==> src/logic/pbc_pkg.sv <==
// shared constants and carrier types of the burst configuration bank
package pbc_pkg;
    localparam logic [31:0] BASE_ADDR    = 32'hfff6_c000;
    localparam logic [3:0]  OFF_BURST    = 4'h0;
    localparam logic [3:0]  OFF_GASKET1  = 4'h4;
    localparam logic [3:0]  OFF_GASKET2  = 4'h8;
    localparam logic [31:0] RST_BURST    = 32'h0000_0000;
    localparam logic [31:0] RST_GASKET   = 32'h0707_0707;
    localparam logic [31:0] MASK_BURST   = 32'h0000_07ff;
    localparam logic [31:0] MASK_GASKET  = 32'h0707_0707;
    // word bit = 31 - printed bit
    localparam int          ACC_BIT      = 10;
    localparam int          GLOBAL_WRITE_BURST_ENABLE_BIT     = 9;
    localparam int          GLOBAL_READ_BURST_ENABLE_BIT     = 8;
    localparam int          PORT_LSB     = 0;
    localparam int          PRE_OFS      = 2;
    localparam int          BRE_OFS      = 1;
    localparam int          BWE_OFS      = 0;
    localparam logic [2:0]  GASKET_RST   = 3'h7;
    localparam logic [2:0]  PORT_FLASH   = 3'h0;
    localparam logic [2:0]  PORT_EXTBUS  = 3'h1;
    localparam logic [2:0]  PORT_RAM     = 3'h2;
    localparam logic [2:0]  PORT_BRIDGEA = 3'h6;
    localparam logic [2:0]  PORT_BRIDGEB = 3'h7;
    localparam int          NUM_MASTERS  = 8;

    typedef enum logic [2:0] {
        PBC_IDLE   = 3'b001,
        PBC_FIRST  = 3'b010,
        PBC_SECOND = 3'b100
    } pbc_fsm_type;

    typedef struct packed {
        logic        sel;
        logic        wr;
        logic        supervisor;
        logic [31:0] addr;
        logic [31:0] wdata;
    } pbc_bus_req_type;

    typedef struct packed {
        logic        ready;
        logic        err;
        logic [31:0] rdata;
    } pbc_bus_rsp_type;

    typedef struct packed {
        logic       valid;
        logic       write;
        logic       burst;
        logic [2:0] port;
    } pbc_eth_req_type;

    typedef struct packed {
        logic valid;
        logic burst;
    } pbc_grant_type;

    typedef struct packed {
        logic valid;
        logic err;
    } pbc_resp_type;

    typedef struct packed {
        logic pending_read_en;
        logic burst_read_en;
        logic burst_write_en;
    } pbc_gasket_type;
endpackage : pbc_pkg

==> src/logic/pbc_bank.sv <==
// burst configuration bank with ethernet burst gating and error merge
// What this block does
// - register accesses are honoured only from supervisor masters
// - bank decodes at fixed base, three words at offsets 0, 4, 8
// - ethernet burst control register resets to all zeros
// - both gasket registers reset to 0707_0707
// - burst control bits 0 to 20 read zero, ignore writes
// - first half of write burst is acked to fifo before being written
// - with accumulate off, first half bus error is dropped
// - with accumulate on, first half error shows on second half
// - global write burst bit gates write bursts with per-port enables
// - global read burst bit gates read bursts with per-port enables
// - eight per-port enables; zero means single transfers only
// - ports: flash, ext bus, ram, reserved x3, bridge a, bridge b
// - pending read enable disables pending reads when zero
// - burst read enable zero splits reads, one optimizes
// - burst write enable zero splits, one optimizes imprecisely
// - first gasket register at offset 4, bits 0 to 4 read zero
// - first gasket register has core1 instruction group at bit 13
`timescale 1ns/1ps
module pbc_bank (
    input  wire logic                    clock,
    input  wire logic                    rst_n,
    input  wire pbc_pkg::pbc_bus_req_type bus_req,
    output pbc_pkg::pbc_bus_rsp_type     bus_rsp,
    input  wire pbc_pkg::pbc_eth_req_type eth_req,
    output logic                         eth_ready,
    output pbc_pkg::pbc_grant_type       eth_grant,
    input  wire pbc_pkg::pbc_resp_type   system_crossbar_rsp,
    output pbc_pkg::pbc_resp_type        fifo_rsp,
    output pbc_pkg::pbc_gasket_type      gasket_en [8]
);
    import pbc_pkg::*;

    typedef struct packed {
        pbc_bus_rsp_type bus_rsp;
        logic [31:0]     burst_ctrl;
        logic [31:0]     gasket1;
        logic [31:0]     gasket2;
        pbc_fsm_type     fsm;
        logic            ready;
        pbc_grant_type   grant;
        pbc_resp_type    fifo_rsp;
        logic            pend_err;
        logic            acc;
    } pbc_state_type;

    pbc_state_type state_q;
    pbc_state_type state_d;

    logic        hit;
    logic [3:0]  offset;
    logic        port_en;
    logic        take;
    logic        burst_ok;

    // address decode of the three words
    always_comb begin
        offset = bus_req.addr[3:0];
        hit = (bus_req.addr[31:4] == BASE_ADDR[31:4]) &&
              ((offset == OFF_BURST) || (offset == OFF_GASKET1) ||
               (offset == OFF_GASKET2));
    end

    // burst permission of the requested port; port n is word bit n
    always_comb begin
        port_en  = state_q.burst_ctrl[PORT_LSB + 32'(eth_req.port)];
        take     = eth_req.valid && state_q.ready;
        if (eth_req.write) begin
            burst_ok = eth_req.burst && port_en &&
                       state_q.burst_ctrl[GLOBAL_WRITE_BURST_ENABLE_BIT];
        end else begin
            burst_ok = eth_req.burst && port_en &&
                       state_q.burst_ctrl[GLOBAL_READ_BURST_ENABLE_BIT];
        end
    end

    always_comb begin
        state_d = state_q;
        state_d.bus_rsp = '0;
        state_d.grant = '0;
        state_d.fifo_rsp = '0;

        // register access, answered one cycle after the select
        if (bus_req.sel) begin
            state_d.bus_rsp.ready = 1'b1;
            if (!bus_req.supervisor || !hit) begin
                state_d.bus_rsp.err = 1'b1;
            end else if (bus_req.wr) begin
                case (offset)
                    OFF_BURST: begin
                        state_d.burst_ctrl =
                            bus_req.wdata & MASK_BURST;
                    end
                    OFF_GASKET1: begin
                        state_d.gasket1 =
                            bus_req.wdata & MASK_GASKET;
                    end
                    OFF_GASKET2: begin
                        state_d.gasket2 = bus_req.wdata & MASK_GASKET;
                    end
                    default: begin
                        state_d.bus_rsp.err = 1'b1;
                    end
                endcase
            end else begin
                case (offset)
                    OFF_BURST: begin
                        state_d.bus_rsp.rdata = state_q.burst_ctrl;
                    end
                    OFF_GASKET1: begin
                        state_d.bus_rsp.rdata = state_q.gasket1;
                    end
                    OFF_GASKET2: begin
                        state_d.bus_rsp.rdata = state_q.gasket2;
                    end
                    default: begin
                        state_d.bus_rsp.err = 1'b1;
                    end
                endcase
            end
        end

        // ethernet request gating and split write burst sequence
        case (state_q.fsm)
            PBC_IDLE: begin
                if (take) begin
                    state_d.grant.valid = 1'b1;
                    state_d.grant.burst = burst_ok;
                    if (eth_req.write && burst_ok) begin
                        // fifo sees first half done before it is written
                        state_d.fifo_rsp.valid = 1'b1;
                        state_d.fifo_rsp.err = 1'b0;
                        state_d.acc = state_q.burst_ctrl[ACC_BIT];
                        state_d.pend_err = 1'b0;
                        state_d.fsm = PBC_FIRST;
                        state_d.ready = 1'b0;
                    end
                end
            end
            PBC_FIRST: begin
                if (system_crossbar_rsp.valid) begin
                    // keep or drop the first half error
                    state_d.pend_err = system_crossbar_rsp.err && state_q.acc;
                    state_d.fsm = PBC_SECOND;
                end
            end
            PBC_SECOND: begin
                if (system_crossbar_rsp.valid) begin
                    state_d.fifo_rsp.valid = 1'b1;
                    state_d.fifo_rsp.err = system_crossbar_rsp.err ||
                                           state_q.pend_err;
                    state_d.pend_err = 1'b0;
                    state_d.fsm = PBC_IDLE;
                    state_d.ready = 1'b1;
                end
            end
            default: begin
                state_d.fsm = PBC_IDLE;
                state_d.ready = 1'b1;
                state_d.pend_err = 1'b0;
            end
        endcase
    end

    always_ff @(posedge clock or negedge rst_n) begin
        if (!rst_n) begin
            state_q.bus_rsp    <= '0;
            state_q.burst_ctrl <= RST_BURST;
            state_q.gasket1    <= RST_GASKET;
            state_q.gasket2    <= RST_GASKET;
            state_q.fsm        <= PBC_IDLE;
            state_q.ready      <= 1'b1;
            state_q.grant      <= '0;
            state_q.fifo_rsp   <= '0;
            state_q.pend_err   <= 1'b0;
            state_q.acc        <= 1'b0;
        end else begin
            state_q <= state_d;
        end
    end

    assign bus_rsp   = state_q.bus_rsp;
    assign eth_ready = state_q.ready;
    assign eth_grant = state_q.grant;
    assign fifo_rsp  = state_q.fifo_rsp;

    // gasket masters: core1 data, core1 instr, core0 data, core0 instr,
    // ethernet, concentrator, dma b, dma a; each byte's low three bits
    for (genvar m = 0; m < NUM_MASTERS; m++) begin : g_gasket
        localparam int LSB = 8 * (3 - (m % 4));
        pbc_gasket_stage u_stage (
            .clock   (clock),
            .rst_n   (rst_n),
            .field   (m < 4 ? state_q.gasket1[LSB +: 3]
                            : state_q.gasket2[LSB +: 3]),
            .enables (gasket_en[m])
        );
    end
endmodule : pbc_bank

==> src/logic/pbc_gasket_stage.sv <==
// one master's registered gasket option outputs
`timescale 1ns/1ps
module pbc_gasket_stage (
    input  wire logic                    clock,
    input  wire logic                    rst_n,
    input  wire logic [2:0]              field,
    output pbc_pkg::pbc_gasket_type      enables
);
    import pbc_pkg::*;

    pbc_gasket_type state_q;
    pbc_gasket_type state_d;

    always_comb begin
        state_d.pending_read_en = field[PRE_OFS];
        state_d.burst_read_en   = field[BRE_OFS];
        state_d.burst_write_en  = field[BWE_OFS];
    end

    always_ff @(posedge clock or negedge rst_n) begin
        if (!rst_n) begin
            state_q <= GASKET_RST;
        end else begin
            state_q <= state_d;
        end
    end

    assign enables = state_q;
endmodule : pbc_gasket_stage

==> config.mk <==
export PLATFORM = sky130hd
export DESIGN_NAME = pbc_bank
export DESIGN_NICKNAME = d
export VERILOG_FILES = /design/src/logic/pbc_pkg.sv /design/src/logic/pbc_bank.sv /design/src/logic/pbc_gasket_stage.sv
export SDC_FILE = /design/constraint.sdc
export NUM_CORES = 1
export LEC_CHECK = 0
export ABC_AREA = 1
export BUFFER_PORTS_ARGS = -buffer_cell sky130_fd_sc_hd__buf_4
export CAP_MARGIN = 40
export CORE_MARGIN = 4
export CORE_UTILIZATION = 50
export CTS_CLUSTER_DIAMETER = 30
export DETAILED_ROUTE_END_ITERATION = 10
export HOLD_SLACK_MARGIN = 0.15
export MAX_ROUTING_LAYER = met4
export PLACE_DENSITY = 0.86
export SYNTH_ARGS = -nofsm -noshare
export SYNTH_HDL_FRONTEND = slang
export SYNTH_SLANG_ARGS = --single-unit
==> constraint.sdc <==
create_clock -name clock -period 3.5 [get_ports clock]
set_input_delay 0.7 -clock clock [delete_from_list [all_inputs] [get_ports clock]]
set_output_delay 0.7 -clock clock [all_outputs]
set_load 0.05 [all_outputs]
Word level (Yosys, flattened, before mapping)
Cells that the tools add are included.
Operators by class
  order comparisons: 1
  equality and inequality tests: 10
  multiplexer cells: 25
  bitwise gates (word level): 2
  reduce and logical (&&, ||, !) cells: 21
Operator list (count)
  $mux 130: 1
  $mux 123: 1
  $mux 96: 1
  $mux 27: 3
  $pmux 27 s3: 1
  $eq 28x28->1 const B: 1
  $reduce_and 4->1: 5
  $mux 4: 3
  $mux 11: 1
  $mux 10: 1
  $pmux 3 s3: 1
  $ne 2x2->1 const B: 4
  $logic_and 1x1->1: 7
  $lt 3x6->1 const B: 1
  $mux 3: 2
  $pmux 1 s3: 2
  $mux 1: 5
  $eq 4x3->1 const B: 1
  $eq 4x4->1 const B: 1
  $logic_not 4->1: 1
  $logic_or 1x1->1: 4
  $pmux 2 s2: 1
  $bmux 1 s3: 1
  $eq 3x1->1 const B: 1
  other kinds (7): 9
Word-level totals
  bits in registers: 103
  output and inout bits: 63
  logic and storage cells: 97

Logic depth before layout (Yosys ltp)
  depth in word-level cells: 9
  depth in mapped cells: 10

Modules after synthesis
Synthesis repeated with hierarchy kept, for this count alone.
Unflattened totals
  cells, all modules: 398
  area, all modules: 3836.2 um^2
By module, submodules not included
  pbc_bank: times used 1, cells each 374, area each 3205.6 um^2, seq. area each 1634.1 um^2
  pbc_gasket_stage: times used 8, cells each 3, area each 78.8 um^2, seq. area each 78.8 um^2

Least setup slack after synthesis
OpenSTA, ideal clock, no wires.
  path kind: input port to flip-flop
  start point: input port bus_req[37] in the netlist's numbering
  end point: register state_q[84] in the netlist's numbering
  setup time: 0.118 ns
  data arrival time: 1.750 ns
  data required time: 3.382 ns
  path slack: 1.632 ns
  stages: 8
  buffers on the path: 1
  path through: or2_0 nor2_1 nand3_1 nor2_1 nand4_1 buf_2 nand2_1 nand2_1
Between the ends
  longest elaborated chain between the ends: 6
Ends and longest elaborated chain
  from (decl): line pbc_bank.sv:24  | input wire pbc_pkg::pbc_bus_req_type bus_req,
  $eq 28x28->1: line pbc_bank.sv:60  | hit = (bus_req.addr[31:4] == BASE_ADDR[31:4]) &&
  $logic_and 1x1->1: line pbc_bank.sv:60
  $logic_not 1->1: line pbc_bank.sv:87  | if (!bus_req.supervisor || !hit) begin
  $logic_or 1x1->1: line pbc_bank.sv:87
  $not 1->1 (no line)
  $reduce_and 4->1 (no line)
  to (signal assigned): line pbc_bank.sv:179  | state_q <= state_d;
  to (decl): line pbc_bank.sv:48  | pbc_state_type state_q;
No other way between the ends.
A chain may end at the register's enable or synchronous reset.

Final worst setup path
  start point: input port bus_req[37] in the netlist's numbering
  end point: register state_q[35] in the netlist's numbering
The elaborated chain is that of the path after synthesis.

==> impl_metrics.csv <==
group,metric,value,unit
worst_setup_path,rr_startpoint,"state_q[7]",
final_layout,antenna_cells,0,
clock_network,cts_resized,0,
worst_setup_path,crit_fanout,12,
global_route,grtUsageTotal,20.6,%
final_layout,seq_area,2260,sq um
worst_setup_path,crit_type,"input pin to flop",
final_layout,design_area,4740,sq um
synthesis,netlist_area,3840,sq um
routing,viasPerCell,5.03,
placed_design,io_buffers,109,
sta,period_share,61.5,%
placed_design,dp_hpwl,6190,um
power,p_total,2.00,mW
sta,min_period,2150,ps
die,initial_utilization,52.1,%
clock_network,root_buffer,"clkbuf_8",
sta,tns,0,ps
final_layout,nFillCells,608,
routing,drtPass1Iterations,4,
placed_design,postPlaceCellArea,4540,sq um
sta,rsz0062_at_grt,"false",
die,dieWidth,95.7,um
clock_network,clockBufferDepth,2,
worst_setup_path,cpPeakStageDelay,590,ps
power,peakVddDrop,0.000206,V
routing,routed_wl,8700,um
routing,num_vias,2965,
worst_setup_path,crit_arrival,2450,ps
placed_design,gp_congestion,0.802,
global_route,grt_pass1_vias,2949,
worst_setup_path,cp_data_required_time,3800,ps
sta,slew_headroom,54.4,%
worst_setup_path,r2r_end,"state_q[0]",
clock_network,cts_inserted_buffers,9,
synthesis,ys_seq_area_share,58.9,%
flow_run,cap_viol_max_count,0,
sta,fin_skew,7.07,ps
global_route,grt_pass1_wl,14000,um
sta,setup_viol,0,
synthesis,netlist-cell-type-count,22,
routing,wl_per_cell,14.8,um
outcome,outcome,"finished clean",
final_layout,drive_gt1_share,37.3,%
final_layout,multi_input_area,1170,sq um
sta,drv_slew,0,
synthesis,synth.avg_cell_area,9.61,sq um
sta,whs,284,ps
die,coreArea,7370,sq um
worst_setup_path,crit_family,"simple AND/OR/NAND/NOR gates",
die,rows,31,
global_route,antenna_found_initial,0,
power,power_density,421,nW/um^2
worst_setup_path,start_kind,"input pin",
worst_setup_path,worstPathCellList,"buf_4, or2_0, nor2_1, nand3_1, nor2_1, nand4_1, nand2_1, nand2_1",
synthesis,yosysWarnings,0,
routing,ant_nets,0,
routing,drt-initial-drc-count,134,
clock_network,cts_hold_buf,0,
worst_setup_path,r2r_setup_slack,1870,ps
clock_network,clock_latency,360,ps
worst_setup_path,path_buf_inv,1,
global_route,grt_max_degree,54,
global_route,gr-total-overflow,0,
sta,tightest_slew,681,ps
final_layout,nets,562,
clock_network,cts-htree-levels,3,
worst_setup_path,cp-end-kind,"flop",
routing,drc_errors,0,
clock_network,cts.clk_slew.worst_paths,90,ps
sta,hold_violations,0,
clock_network,cts_setup_buffers,0,
die,die_area,9150,sq um
worst_setup_path,critical-path-slowest-cell,"nand4_1",
die,ios,140,
final_layout,area.growth.synth_to_final,23.5,%
clock_network,cts_tree,"built",
sta,fmax,465,MHz
worst_setup_path,r2r_cells,7,
power,power.leakage,2.37,nW
synthesis,syn_inst,400,
die,die_y,95.7,um
worst_hold_path,hold_class,"input pin to asynchronous set/reset pin",
clock_network,cts.sinks,88,
synthesis,synth_seq_cells,88,
==> cell type report <==
type	count	area share, %
flip-flops and latches	88	47.7
clock inverters	4	1.08
clock buffers	12	3.27
well taps	99	2.61
inverters	27	2.14
multi-input cells	245	24.7
repair buffers	114	18.5
==> kinds of logic (layout without fill, tap and decap cells) <==
logic type             Yosys count  in the layout  share of synthesized area (%)
AND/OR/NAND/NOR                212            212                           25.5
AO/OA/AOI/OAI                   18             18                           3.52
buffers and inverters           81            157                           11.9
flip-flops                      88             88                           58.9
other                            1             15                         0.0976
==> through the flow <==
stage / instances / setup slack, ps / util (%)
final: 589 / 1350 / 64.4
after global routing: 589 / 1120 / 64.4
after CTS: 589 / 1350 / 64.4
after detailed placement: 573 / 997 / 61.6
after global placement: 572 / 993 / 61.2
after floorplan: 414 / 1630 / -
==> cell usage after synthesis <==
cell | number | area (sq um)
a21oi_1 | 5 | 25.0
nor3_1 | 2 | 10.0
clkbuf_1 | 7 | 26.3
nand3_1 | 15 | 75.1
o21ai_0 | 1 | 5.00
nand4_1 | 43 | 269
nor2_1 | 32 | 120
dfstp_2 | 50 | 1310
dfrtp_1 | 38 | 951
nand2_1 | 109 | 409
or2_0 | 1 | 6.26
nand3b_1 | 1 | 7.51
inv_1 | 27 | 101
nor3_2 | 2 | 20.0
buf_2 | 9 | 45.0
nand3_2 | 1 | 10.0
nor3_4 | 1 | 16.3
buf_4 | 38 | 285
nor3b_1 | 5 | 37.5
conb_1 | 1 | 3.75
a22o_1 | 10 | 87.6
a221oi_1 | 2 | 17.5
==> worst reg2reg max path: cells and delay by family, from the launching register on <==
kind / cells / cell delay [ps]
buf+inv: 1 / 50
simple gates: 6 / 940
flops: 1 / 540
==> cell usage in the layout, fill, tap and decap left out, types with 5 or more instances in the layout <==
cell / n
buf_4: 113
nand2_1: 109
dfstp_2: 50
nor3b_1: 5
nand4_1: 43
dfrtp_1: 38
nand3_1: 15
a22o_1: 10
inv_1: 27
clkbuf_8: 11
conb_1: 15
nor2_1: 32
a21oi_1: 5
==> metal layers <==
metal,routed length [um],part of all wire [%],up-vias,global-route usage (%)
li1,-,-,1428,-
met1,3500,40,1425,25.0
met2,4530,52,97,34.2
met3,512,5.9,15,3.79
met4,157,1.8,0,7.94
met5,0,0,-,-
==> worst max-delay path by stage <==
stage	start	end	slack, ps	cells after the start
2_1_floorplan	bus_req[37]	state_q[84]	1630	8
3_5_place_dp	bus_req[37]	bus_rsp[25]	1000	7
6_report	bus_req[37]	state_q[35]	1350	8
5_1_grt	bus_req[33]	state_q[12]	1120	9
3_3_place_gp	bus_req[37]	bus_rsp[2]	990	7
4_1_cts	bus_req[37]	bus_rsp[2]	1350	7
==> flip-flops by register name, summed over array words and instances (netlist names) <==
register and flops:
g_gasket.u_stage.enables 24, eth_grant 2, bus_rsp 19, eth_ready 1
fifo_rsp 2, state_q 40
==> power by group <==
| group | internal [mW] | total (mW) | switching (mW) | leakage (nW) |
|---|---|---|---|---|
| sequential | 1.03 | 1.04 | 0.00862 | 1.04 |
| clock | 0.371 | 0.723 | 0.352 | 0.103 |
| combinational | 0.0753 | 0.233 | 0.158 | 1.23 |
| total | 1.48 | 2.00 | 0.518 | 2.37 |
Power figures use the tool's default switching activity.
